**src/hw/asr_consts.vh**
```
`ifndef ASR_CONSTS_VH
`define ASR_CONSTS_VH
// geometry
`define ASR_ADDR_W 16
`define ASR_DATA_W 4
// clock period in ps
`define ASR_CLK_PS 10000
// slowest speed grade minimum and maximum times, in ps
`define ASR_WRITE_CYCLE_PS 12000
`define ASR_ADDR_TO_WRITE_END_MIN_PS 10000
`define ASR_DATA_TO_WRITE_END_MIN_PS 6000
`define ASR_WRITE_HIZ_MAX_PS 6000
`define ASR_READ_ACCESS_MAX_PS 12000
`define ASR_READ_CYCLE_PS 12000
// derived cycle counts, least times rounded up
`define ASR_CYC_UP(ps) (((ps) + `ASR_CLK_PS - 1) / `ASR_CLK_PS)
`define ASR_WR_LOW_CYC `ASR_CYC_UP(`ASR_ADDR_TO_WRITE_END_MIN_PS)
`define ASR_HIZ_CYC `ASR_CYC_UP(`ASR_WRITE_HIZ_MAX_PS)
`define ASR_RD_WAIT_CYC (`ASR_CYC_UP(`ASR_READ_ACCESS_MAX_PS) + 1)
`define ASR_DATA_CYC `ASR_CYC_UP(`ASR_DATA_TO_WRITE_END_MIN_PS)
// cycles the data input filter needs before its value settles
`define ASR_FILT_CYC 3
`define ASR_CNT_W 4
`endif

```
**src/hw/asr_sync.v**
```verilog
`timescale 1ns/1ps
`include "asr_consts.vh"
// three-stage input filter: a change counts once stages two and three agree
module asr_sync (
  // clock and reset
  input wire clk,
  input wire srst,
  // pins
  input wire [`ASR_DATA_W-1:0] pin,
  output reg [`ASR_DATA_W-1:0] value
);
  reg [`ASR_DATA_W-1:0] s1;
  reg [`ASR_DATA_W-1:0] s2;
  reg [`ASR_DATA_W-1:0] s3;
  integer i;
  always @(posedge clk) begin
    if (srst) begin
      s1 <= 4'h0;
      s2 <= 4'h0;
      s3 <= 4'h0;
      value <= 4'h0;
    end else begin
      s1 <= pin;
      s2 <= s1;
      s3 <= s2;
      for (i = 0; i < `ASR_DATA_W; i = i + 1) begin
        if (s2[i] == s3[i]) begin
          value[i] <= s3[i];
        end
      end
    end
  end
endmodule // asr_sync

```
**src/hw/asr_host.v**
```verilog
`timescale 1ns/1ps
`include "asr_consts.vh"
// Functional notes
// - host keeps the write strobe high during every read.
// - read cycle spans from last valid address bit to first changing one.
// - write cycle lasts at least 8, 10 or 12 ns by speed grade.
// - address stable 8, 9 or 10 ns before strobe rises; set by strobe fall.
// - select low at least 7, 8 or 9 ns before write end.
// - write data valid 4, 5 or 6 ns before write end; may drop at end.
// - host meets minimum times; memory answers within maximum times.
// - host avoids driving the data bus while the memory drives it.
module asr_host (
  // clock and reset
  input wire clk,
  input wire srst,
  // user request
  input wire req_valid,
  input wire req_write,
  input wire [`ASR_ADDR_W-1:0] req_addr,
  input wire [`ASR_DATA_W-1:0] req_wdata,
  output reg req_ready,
  // user answer
  output reg rsp_valid,
  output reg [`ASR_DATA_W-1:0] rsp_rdata,
  // memory pins
  output reg [`ASR_ADDR_W-1:0] addr_in,
  output reg chip_select_n,
  output reg write_strobe_n,
  output reg output_enable_n,
  input wire [`ASR_DATA_W-1:0] data_io_in,
  output reg [`ASR_DATA_W-1:0] data_io_out,
  output reg data_io_oe
);
  // one-hot states
  localparam [5:0] ST_IDLE = 6'h01;
  localparam [5:0] ST_WSET = 6'h02;
  localparam [5:0] ST_WLOW = 6'h04;
  localparam [5:0] ST_WEND = 6'h08;
  localparam [5:0] ST_RD = 6'h10;
  localparam [5:0] ST_REND = 6'h20;
  localparam [`ASR_CNT_W-1:0] ZERO = 4'h0;
  localparam [`ASR_CNT_W-1:0] ONE = 4'h1;

  // cut a cycle figure to the counter width on purpose
  function [`ASR_CNT_W-1:0] to_cnt;
    input integer n;
    begin
      to_cnt = n[`ASR_CNT_W-1:0];
    end
  endfunction

  // one step down, shared by every waiting state
  function [`ASR_CNT_W-1:0] cnt_dec;
    input [`ASR_CNT_W-1:0] c;
    begin
      cnt_dec = c - ONE;
    end
  endfunction

  // cycle counts; each minimum time rounds up to whole clocks
  localparam integer WR_LOW_I = `ASR_WR_LOW_CYC;
  localparam integer HIZ_I = `ASR_HIZ_CYC;
  localparam integer DATA_I = `ASR_DATA_CYC;
  // strobe stays low after data goes out for the longer of the two needs
  localparam integer HOLD_I = (DATA_I > WR_LOW_I - HIZ_I) ? DATA_I : WR_LOW_I - HIZ_I;
  localparam [`ASR_CNT_W-1:0] HIZ = to_cnt(HIZ_I);
  localparam [`ASR_CNT_W-1:0] HOLD = to_cnt(HOLD_I);
  localparam [`ASR_CNT_W-1:0] RD_WAIT = to_cnt(`ASR_RD_WAIT_CYC);
  localparam [`ASR_CNT_W-1:0] FILT = to_cnt(`ASR_FILT_CYC);

  // sequencer state and next values
  reg [5:0] state;
  reg [`ASR_CNT_W-1:0] cnt;
  reg [5:0] next_state;
  reg [`ASR_CNT_W-1:0] next_cnt;
  reg next_req_ready;
  reg next_rsp_valid;
  reg [`ASR_DATA_W-1:0] next_rsp_rdata;
  reg [`ASR_ADDR_W-1:0] next_addr_in;
  reg next_chip_select_n;
  reg next_write_strobe_n;
  reg next_output_enable_n;
  reg [`ASR_DATA_W-1:0] next_data_io_out;
  reg next_data_io_oe;
  wire [`ASR_DATA_W-1:0] data_sync;
  wire take;

  // request accepted at this edge
  assign take = req_valid && req_ready;

  // data pins pass the agreement filter before use
  asr_sync u_sync (
    .clk(clk),
    .srst(srst),
    .pin(data_io_in),
    .value(data_sync)
  );

  always @* begin
    next_state = state;
    next_cnt = cnt;
    next_req_ready = req_ready;
    next_rsp_valid = 1'b0;
    next_rsp_rdata = rsp_rdata;
    next_addr_in = addr_in;
    next_chip_select_n = chip_select_n;
    next_write_strobe_n = write_strobe_n;
    next_output_enable_n = output_enable_n;
    next_data_io_out = data_io_out;
    next_data_io_oe = data_io_oe;
    case (state)
      ST_IDLE: begin
        next_chip_select_n = 1'b1;
        next_write_strobe_n = 1'b1;
        next_output_enable_n = 1'b1;
        // write data lingers one cycle past the strobe rise as hold
        next_data_io_oe = 1'b0;
        next_req_ready = 1'b1;
        if (take) begin
          next_req_ready = 1'b0;
          // address set up with select, a full cycle before the write strobe falls
          next_addr_in = req_addr;
          next_data_io_out = req_wdata;
          next_chip_select_n = 1'b0;
          if (req_write) begin
            // select leads the strobe; output enable stays high all write
            next_state = ST_WSET;
          end else begin
            next_output_enable_n = 1'b0;
            next_cnt = RD_WAIT;
            next_state = ST_RD;
          end
        end
      end
      ST_WSET: begin
        next_write_strobe_n = 1'b0;
        next_cnt = HIZ;
        next_state = ST_WLOW;
      end
      ST_WLOW: begin
        // drive data only after the memory has surely released
        if (cnt == ONE) begin
          next_data_io_oe = 1'b1;
          next_cnt = HOLD;
          next_state = ST_WEND;
        end else begin
          next_cnt = cnt_dec(cnt);
        end
      end
      ST_WEND: begin
        // strobe low and data valid long enough
        if (cnt == ONE) begin
          // select and strobe rise together: write ends, memory stays off
          next_write_strobe_n = 1'b1;
          next_chip_select_n = 1'b1;
          next_cnt = ZERO;
          next_state = ST_IDLE;
        end else begin
          next_cnt = cnt_dec(cnt);
        end
      end
      ST_RD: begin
        // wait out access time, then the filter latency
        if (cnt == ZERO) begin
          next_cnt = FILT;
          next_state = ST_REND;
        end else begin
          next_cnt = cnt_dec(cnt);
        end
      end
      ST_REND: begin
        if (cnt == ZERO) begin
          next_rsp_rdata = data_sync;
          next_rsp_valid = 1'b1;
          // select and output enable rise together; strobe never moves in a read
          next_output_enable_n = 1'b1;
          next_chip_select_n = 1'b1;
          next_state = ST_IDLE;
        end else begin
          next_cnt = cnt_dec(cnt);
        end
      end
      default: begin
        next_state = ST_IDLE;
      end
    endcase
  end

  // every pin and answer leaves straight from a flop
  always @(posedge clk) begin
    if (srst) begin
      state <= ST_IDLE;
      cnt <= ZERO;
      req_ready <= 1'b0;
      rsp_valid <= 1'b0;
      rsp_rdata <= 4'h0;
      addr_in <= 16'h0000;
      chip_select_n <= 1'b1;
      write_strobe_n <= 1'b1;
      output_enable_n <= 1'b1;
      data_io_out <= 4'h0;
      data_io_oe <= 1'b0;
    end else begin
      state <= next_state;
      cnt <= next_cnt;
      req_ready <= next_req_ready;
      rsp_valid <= next_rsp_valid;
      rsp_rdata <= next_rsp_rdata;
      addr_in <= next_addr_in;
      chip_select_n <= next_chip_select_n;
      write_strobe_n <= next_write_strobe_n;
      output_enable_n <= next_output_enable_n;
      data_io_out <= next_data_io_out;
      data_io_oe <= next_data_io_oe;
    end
  end
endmodule // asr_host

```
**config.mk**
```make
export PLATFORM = sky130hd
export DESIGN_NAME = asr_host
export DESIGN_NICKNAME = d
export VERILOG_FILES = /design/src/hw/asr_sync.v /design/src/hw/asr_host.v
export VERILOG_INCLUDE_DIRS = /design/src /design/src/hw
export SDC_FILE = /design/constraint.sdc
export NUM_CORES = 1
export LEC_CHECK = 0
export ABC_CLOCK_PERIOD_IN_PS = 2400
export BUFFER_PORTS_ARGS = -buffer_cell sky130_fd_sc_hd__clkbuf_2
export CAP_MARGIN = 20
export CORE_ASPECT_RATIO = 1.25
export CORE_UTILIZATION = 33
export CTS_CLUSTER_DIAMETER = 120
export DETAILED_ROUTE_END_ITERATION = 12
export PLACE_DENSITY = 0.58
export SLEW_MARGIN = 10
export SYNTH_ARGS = -nofsm -noshare
export SYNTH_HDL_FRONTEND = slang
export SYNTH_SLANG_ARGS = --single-unit
export TNS_END_PERCENT = 50
```
**constraint.sdc**
```tcl
create_clock -name clk -period 2.4 [get_ports clk]
set_clock_uncertainty 0.05 [all_clocks]
set_input_delay 0.12 -clock clk [delete_from_list [all_inputs] [get_ports clk]]
set_output_delay 0.12 -clock clk [all_outputs]
set_load 0.005 [all_outputs]
```
==> flow_summary.json, run 1 <==
{
  "synth_area_leaders": "dfxtp_1 51%, nand2_1 8.7%, a21oi_1 6.1%",
  "dp_hpwl_um": 3410,
  "cp_max_fo": 14,
  "slew_viol_final": 0,
  "drc": 0,
  "synth_ff_type": "dfxtp_1",
  "place_congestion": 0.868,
  "portBuffers": 57,
  "grt_overflow": 0,
  "max_freq_mhz": 469,
  "fin_crit_sh_pct": 88.8,
  "htreeDepth": 2,
  "path_clk_slew_ps": 100,
  "rows": 32,
  "synth_edf_count": 0,
  "fin_crit_ps": 2130,
  "powerDensity_nw_per_um2": 648,
  "fin_nets": 366,
  "synthCells": 255,
  "clockRootBuffer": "clkbuf_8",
  "final_area_um2": 2930,
  "place_area_um2": 2590,
  "die_width_um": 75.1,
  "core_um2": 6330,
  "holdPathStages": 2,
  "clock_path_buffers": 2,
  "n_antenna_cell": 0,
  "crit_slowest_cell": "or4_4",
  "drt_pre_antenna_iters": 4,
  "synth_async_sr_flop_share_pct": 0,
  "r2r-end": "addr_in[10]$_SDFFE_PP0P_",
  "ys_ff_latch": 56,
  "critPathLaunchType": "flip-flop",
  "status": "complete, no violations",
  "arrival_ps": 2310,
  "tns_ps": 0,
  "setup_viol": 0,
  "hold_viol": 0,
  "rsz0062_at_grt": "no",
  "grtUsageTotal_pct": 15.1,
  "max_slew_margin_pct": 61.2,
  "irDropWorstVdd_v": 0.000277,
  "cts_tree": "done",
  "antenna_found_initial": 0,
  "finalWirelength_um": 5110,
  "yosysTopAreaCell": "dfxtp_1",
  "start_util_pct": 34.8,
  "path_class": "reg -> reg",
  "ios": 58,
  "vias_per_cell": 4.85,
  "worst_pin_slew_ps": 582,
  "reg2reg_from": "state[1]$_SDFFE_PP0P_",
  "grt_max_degree": 28,
  "syn_area_um2": 2200,
  "required_ps": 2580,
  "synthTopCellsByCount": "56 x dfxtp_1, 51 x nand2_1, 27 x a21oi_1",
  "ant_nets": 0,
  "synth.most_common_cell": "dfxtp_1",
  "drt_iter0_drc": 60,
  "clock_latency_ps": 320,
  "reg2reg_slack_ps": 270,
  "max_stage_delay_ps": 590,
  "dieArea_um2": 7010,
  "drive_gt1_share_pct": 24.0,
  "netlist.area_leader.share_pct": 50.9,
  "via_count": 2046,
  "synth.avg_cell_area_um2": 8.64,
  "syn_to_final_growth_pct": 33.1,
  "maxCapViolCount": 0,
  "worstPathCellList": "or4_4 > or3_4 > nor2_4 > buf_12 > nand2_1 > a21oi_1",
  "hold_end": "state[1]$_SDFFE_PP0P_",
  "rr_worst_depth": 6,
  "grt_pass1_wl_um": 8220,
  "wl_per_cell_um": 12.1,
  "ys_types": 44,
  "syn_nets": 285,
  "cts_buffers": 5,
  "leakage_nw": 1.23,
  "hold_path.class": "in -> reg",
  "worstHoldStart": "req_write",
  "cp-end-kind": "flip-flop",
  "cts.sinks": 56,
  "yosysSeqAreaShare_pct": 50.9,
  "die_height_um": 93.3,
  "grt_pass1_vias": 1913,
  "yosysWarnings": 0
}
## cell type report
type / instances / area, um2
Timing Repair Buffer: 89 / 598
Sequential cell: 56 / 1120
Fill cell: 647 / 3390
Tap cell: 85 / 106
Inverter: 6 / 22.5
Clock inverter: 3 / 27.5
Multi-Input combinational cell: 178 / 987
Clock buffer: 5 / 68.8
## worst max path at each step
stage,startpoint,to,slack [ps],cells after the start
finish,state[1]$_SDFFE_PP0P_,addr_in[10]$_SDFFE_PP0P_,270,6
global route,state[1]$_SDFFE_PP0P_,addr_in[10]$_SDFFE_PP0P_,160,6
CTS,state[1]$_SDFFE_PP0P_,addr_in[15]$_SDFFE_PP0P_,280,6
detailed placement,state[1]$_SDFFE_PP0P_,addr_in[15]$_SDFFE_PP0P_,300,6
global placement,state[1]$_SDFFE_PP0P_,data_io_out[2]$_SDFFE_PP0P_,340,6
floorplan,state[1]$_SDFFE_PP0P_,output_enable_n$_SDFFE_PP1P_,400,6
## metrics by stage
stage	utilization, %	setup WS, ps	hold slack (ps)	total power, W	std cells
after floorplan	-	400	198	0.00123	255
after global placement	41.0	341	286	0.00135	390
after detailed placement	41.0	302	287	0.00135	390
after CTS	46.3	280	51.5	0.00193	422
after global routing	46.3	164	52.5	0.00201	422
final	46.3	268	77.0	0.00190	422
## routing by layer
layer  share of wire [%]  vias to the layer above  track usage, %
met4                 2.4                        0            6.29
met5                   0                        -               0
met2                  47                       70            26.5
met1                  45                      929            17.1
met3                 5.3                       14            3.34
li1                    -                     1033               -
## layout by cell type (no fill, tap or decap), types with 2 or more instances in the layout
cell	synthesis	final
a21oi_1	27	27
and3_1	2	2
buf_4	2	7
clkbuf_2	0	57
clkbuf_8	0	5
dfxtp_1	56	56
dlygate4sd3_1	0	24
ha_1	2	2
inv_1	6	6
mux2i_1	4	4
nand2_1	51	51
nand3_1	7	7
nand4_1	4	4
nand4b_1	3	3
nor2_1	17	17
nor2b_1	12	12
nor3_1	5	5
o21a_1	3	3
o21ai_0	12	12
o41ai_1	2	2
or2_2	2	2
xor2_1	2	2
## power by group
group | total [W] | switching [W] | internal [W] | leakage [nW]
registers | 0.00101 | 0.0000323 | 0.000978 | 0.456
logic | 0.000349 | 0.000182 | 0.000166 | 0.730
clock network | 0.000542 | 0.000327 | 0.000215 | 0.0463
## worst max-delay path: cells and delay by family, from the launching register on
| kind | cells | cell delay, ps |
|---|---|---|
| DFF | 1 | 410 |
| buffers and inverters | 1 | 170 |
| AOI/OAI and AO/OA | 1 | 130 |
| and+or+nand+nor | 4 | 1280 |
## logic make-up (layout without fill, tap and decap cells)
group | Yosys count | in the layout | share of synthesized area [%]
compound gates | 56 | 56 | 15.2
xor+xnor | 3 | 3 | 1.19
fa+ha+maj | 2 | 2 | 1.14
buf+inv | 21 | 103 | 4.26
flops | 56 | 56 | 50.9
mux | 4 | 4 | 1.82
simple gates | 113 | 113 | 25.5
## timing repair
item | in CTS | in global routing
endpoints found under the setup margin | 0 | 0
hold endpoints to repair | 24 | 0
gates resized for setup | 0 | 0
hold buffers | 24 | 0
buffers inserted | 0 | 0
## sequential cells by signal, indices dropped and copies added, names as in the netlist
signal,flops
write_strobe_n,1
cnt,4
state,6
u_sync.s1,4
req_ready,1
u_sync.value,4
rsp_rdata,4
data_io_out,4
chip_select_n,1
u_sync.s2,4
output_enable_n,1
u_sync.s3,4
rsp_valid,1
addr_in,16
data_io_oe,1
No activity file was read; power rests on OpenSTA's default activity.
==> run 2, diff against run 1 <==
--- a/config.mk
+++ b/config.mk
@@ -14,6 +14,7 @@
 export CTS_CLUSTER_DIAMETER = 120
 export DETAILED_ROUTE_END_ITERATION = 12
 export PLACE_DENSITY = 0.58
+export RECOVER_POWER = 100
 export SLEW_MARGIN = 10
 export SYNTH_ARGS = -nofsm -noshare
 export SYNTH_HDL_FRONTEND = slang
==> run 2 against run 1 <==
  * Utilization decreased by 0.77 points
  * Non-clock buffer count unchanged
  * Maximum frequency decreased by 1.8%
==> flow_summary.json, run 2 (same netlist as run 1, synthesis figures left out) <==
{
  "regMostFlops": "addr_in",
  "clock_latency_ps": 320,
  "final_common_cell": "dfxtp_1",
  "required_ps": 2570,
  "start_util_pct": 34.8,
  "postCtsResizedCells": 0,
  "reg2reg_slack_ps": 230,
  "use_met2_pct": 26.5,
  "arrival_ps": 2340,
  "cts.sinks": 56,
  "maxCapViolCount": 0,
  "ios": 58,
  "via_count": 2042,
  "finalWirelength_um": 5130,
  "grt_overflow": 0,
  "dp_hpwl_um": 3410,
  "status": "complete, no violations",
  "grt_max_degree": 28,
  "grt_pass1_wl_um": 8220,
  "slew_viol_final": 0,
  "critPathCapture": "addr_in[10]$_SDFFE_PP0P_",
  "clockRootBuffer": "clkbuf_8",
  "antenna_found_initial": 0,
  "die_width_um": 75.1,
  "largest_reg_flops": 16,
  "hold_viol": 0,
  "max_slew_margin_pct": 16.2,
  "met3_usage_pct": 3.34,
  "portBuffers": 57,
  "reg_top3": "addr_in (16), state (6)",
  "htreeDepth": 2,
  "fin_crit_sh_pct": 90.5,
  "rows": 32,
  "irDropWorstVdd_v": 0.000275,
  "ant_nets": 0,
  "cts_tree": "done",
  "wl_per_cell_um": 12.2,
  "die_height_um": 93.3,
  "drc": 0,
  "final_cell_mix": "56 x dfxtp_1, 51 x nand2_1, 37 x clkbuf_2, 27 x a21oi_1",
  "critPathLaunchType": "flip-flop",
  "drt_pre_antenna_iters": 4,
  "clock_path_buffers": 2,
  "post-route-util_pct": 45.6,
  "cp-end-kind": "flip-flop",
  "path_clk_slew_ps": 90,
  "vias_per_cell": 4.84,
  "tns_ps": 0,
  "rr_worst_depth": 6,
  "drt_iter0_drc": 79,
  "p_total_w": 0.00188,
  "leakage_nw": 1.15,
  "grtUsageTotal_pct": 15.1,
  "final_area_um2": 2880,
  "core_um2": 6330,
  "hold_buffers": 24,
  "worst_pin_slew_ps": 1260,
  "powerDensity_nw_per_um2": 653,
  "hold_path.class": "in -> reg",
  "dieArea_um2": 7010,
  "syn_to_final_growth_pct": 30.9,
  "place_congestion": 0.868,
  "drive_gt1_share_pct": 16.3,
  "place_area_um2": 2590,
  "r2r-end": "addr_in[10]$_SDFFE_PP0P_",
  "rsz0062_at_grt": "no",
  "fin_nets": 366,
  "post_cts_buffers": 0,
  "max_freq_mhz": 460,
  "hold_ws_ps": 73.1,
  "met1_usage_pct": 17.1,
  "n_antenna_cell": 0,
  "crit_start": "state[1]$_SDFFE_PP0P_",
  "cp_max_fo": 14,
  "grt_pass1_vias": 1913,
  "fin_crit_ps": 2170,
  "reg2reg_from": "state[1]$_SDFFE_PP0P_",
  "cts_buffers": 5,
  "setup_viol": 0,
  "grt-busiest-layer": "met2",
  "path_class": "reg -> reg"
}
run 2: worst min-delay path by stage:
stage	end	cells after the start	slack [ps]	from
finish	state[1]$_SDFFE_PP0P_	2	70	req_write
global route	state[1]$_SDFFE_PP0P_	2	50	req_write
CTS	state[1]$_SDFFE_PP0P_	2	50	req_write
detailed placement	u_sync.s1[1]$_SDFF_PP0_	2	290	data_io_in[1]
global placement	u_sync.s1[3]$_SDFF_PP0_	2	290	data_io_in[3]
floorplan	u_sync.s1[0]$_SDFF_PP0_	1	200	data_io_in[0]
run 2: report_power, final:
part	switching, W	internal, W
clock	0.000327	0.000215
sequential	0.0000321	0.000978
combinational	0.000181	0.000150
run 2: through the flow:
step                      cells  worst slack (ps)
after floorplan             255               400
after global placement      390               341
after detailed placement    390               302
after CTS                   422               280
after global routing        422               104
final                       422               228
run 2: metal layers:
layer / share of wire, % / vias to the layer above
li1: - / 1035
met5: 0 / -
met4: 2.3 / 0
met1: 44 / 917
met3: 6.2 / 13
met2: 47 / 77
run 2: cell type report:
class	instances	area (um2)
repair buffers	89	558
clock buffers	5	68.8
clock inverters	3	27.5
flip-flops and latches	56	1120
multi-input cells	178	978
well taps	85	106
fillers	663	3440
inverters	6	22.5
run 2: critical path, cell delays in order, from the launching register on:
cell and delay, ps:
dfxtp_1 410, or4_1 620, or3_4 400, nor2_4 250, buf_12 170, nand2_1 50, a21oi_1 130
==> run 3, diff against run 2 <==
--- a/config.mk
+++ b/config.mk
@@ -9,8 +9,8 @@
 export ABC_CLOCK_PERIOD_IN_PS = 2400
 export BUFFER_PORTS_ARGS = -buffer_cell sky130_fd_sc_hd__clkbuf_2
 export CAP_MARGIN = 20
-export CORE_ASPECT_RATIO = 1.25
 export CORE_UTILIZATION = 33
+export CTS_BUF_LIST = sky130_fd_sc_hd__clkbuf_8
 export CTS_CLUSTER_DIAMETER = 120
 export DETAILED_ROUTE_END_ITERATION = 12
 export PLACE_DENSITY = 0.58
==> run 3 against run 2 <==
  * Critical path depth is the same
  * Maximum frequency grew 1.9%
  * Critical path type unchanged
  * Combinational power is essentially flat
  * Clock power is essentially flat
  * Total power grew 0.20%
==> flow_summary.json, run 3 (same netlist as run 1, synthesis figures left out) <==
{
  "die_width_um": 83.7,
  "cp_max_fo": 22,
  "fin_crit_sh_pct": 88.8,
  "dr_wl_met2_um": 2320,
  "rr_worst_depth": 6,
  "n_antenna_cell": 0,
  "worstPathCellList": "or4_1 > or3_4 > nor2_4 > buf_4 > nand2_1 > a21oi_1",
  "final_common_cell": "dfxtp_1",
  "tns_ps": 0,
  "met1_length_um": 2420,
  "largest_reg_flops": 16,
  "cts_buffers": 5,
  "p_total_w": 0.00189,
  "grt_pass1_vias": 1829,
  "worst_pin_slew_ps": 1340,
  "power_switching_w": 0.000522,
  "syn_to_final_growth_pct": 30.5,
  "leakage_nw": 1.17,
  "final_cell_mix": "56 x dfxtp_1, 51 x nand2_1, 42 x clkbuf_2, 27 x a21oi_1, 24 x dlygate4sd3_1",
  "critPathBufInv": 1,
  "reg_top3": "addr_in (16), state (6)",
  "vias_per_cell": 4.93,
  "cts_tree": "done",
  "cts.sinks": 56,
  "rsz0062_at_grt": "no",
  "rows": 29,
  "grtUsageTotal_pct": 14.8,
  "place_congestion": 0.927,
  "path_class": "reg -> reg",
  "dp_hpwl_um": 3500,
  "drt_pre_antenna_iters": 4,
  "grt_pass1_wl_um": 8530,
  "setup_viol": 0,
  "clkPwrFrac_pct": 28.9,
  "multiInputGateArea_um2": 978,
  "die_height_um": 83.7,
  "swShare_pct": 27.7,
  "final_area_um2": 2870,
  "holdPathStages": 2,
  "ios": 58,
  "crit_slowest_cell": "or4_1",
  "finalWirelength_um": 5070,
  "hold_viol": 0,
  "nFillCells": 654,
  "wl_met3_um": 261,
  "ant_nets": 0,
  "path_clk_slew_ps": 100,
  "drive_gt1_share_pct": 18.0,
  "cp.depth": 6,
  "postCtsResizedCells": 0,
  "required_ps": 2580,
  "regMostFlops": "addr_in",
  "drt_iter0_drc": 136,
  "place_area_um2": 2580,
  "maxCapViolCount": 0,
  "slew_viol_final": 0,
  "irDropWorstVdd_v": 0.000311,
  "post-route-util_pct": 45.0,
  "grt_max_degree": 34,
  "clock_latency_ps": 310,
  "pwr-share-comb_pct": 17.6,
  "cp_top_family": "simple AND/OR/NAND/NOR gates",
  "max_stage_delay_ps": 630,
  "drc": 0,
  "max_freq_mhz": 469,
  "post_cts_buffers": 0,
  "status": "complete, no violations",
  "powerDensity_nw_per_um2": 657,
  "hold_buffers": 24,
  "seq_area_um2": 1120,
  "arrival_ps": 2310,
  "grt_overflow": 0,
  "internal-power_w": 0.00136,
  "antenna_found_initial": 0,
  "hold_ws_ps": 102,
  "via_count": 2048,
  "hold_path.class": "in -> reg",
  "dieArea_um2": 7000,
  "portBuffers": 57,
  "wl_per_cell_um": 12.2,
  "clockRootBuffer": "clkbuf_8",
  "clock_path_buffers": 2,
  "top_layer": "met4",
  "fin_nets": 367,
  "start_util_pct": 34.5,
  "power_frac_seq_pct": 53.5,
  "max_slew_margin_pct": 10.8,
  "cp-end-kind": "flip-flop",
  "critPathLaunchType": "flip-flop",
  "fin_crit_ps": 2130,
  "core_um2": 6390,
  "htreeDepth": 2
}
[run 3: cell types whose count changed in the layout (fill, tap and decap cells not counted), sizes merged]
cell      delta
clkbuf       +1
clkinvlp     -1
buf          +1
[run 3: cell type report]
class	instances	area share, %
flip-flops and latches	56	39.0
well taps	77	3.35
inverters	6	0.784
repair buffers	90	19.5
clock buffers	6	2.87
clock inverters	2	0.479
multi-input cells	178	34.0
[run 3: per-layer routing]
| layer | GRT usage, % | vias to the layer above |
|---|---|---|
| li1 | - | 1045 |
| met1 | 19.9 | 934 |
| met2 | 23.4 | 60 |
| met3 | 3.17 | 9 |
| met4 | 5.55 | 0 |
| met5 | 0 | - |
[run 3: metrics by stage]
step	std cells	setup WS [ps]
after floorplan	255	400
final	415	269
after global placement	383	361
after global routing	415	115
after detailed placement	383	346
after CTS	415	323
[run 3: final timing paths]
path                           start                 endpoint  slack (ps)
max            state[1]$_SDFFE_PP0P_  addr_in[0]$_SDFFE_PP0P_         270
min                        req_write    state[1]$_SDFFE_PP0P_         100
max reg2reg    state[1]$_SDFFE_PP0P_  addr_in[0]$_SDFFE_PP0P_         270
min reg2reg  u_sync.s1[1]$_SDFF_PP0_  u_sync.s2[1]$_SDFF_PP0_         390
[run 3: power by group through the flow]
stage          clock, W  combinational, W  sequential (W)
2_1_floorplan         0          0.000201         0.00103
3_3_place_gp          0          0.000314         0.00103
3_5_place_dp          0          0.000316         0.00103
4_1_cts        0.000559          0.000347         0.00101
5_1_grt        0.000599          0.000372         0.00102
6_report       0.000545          0.000333         0.00101
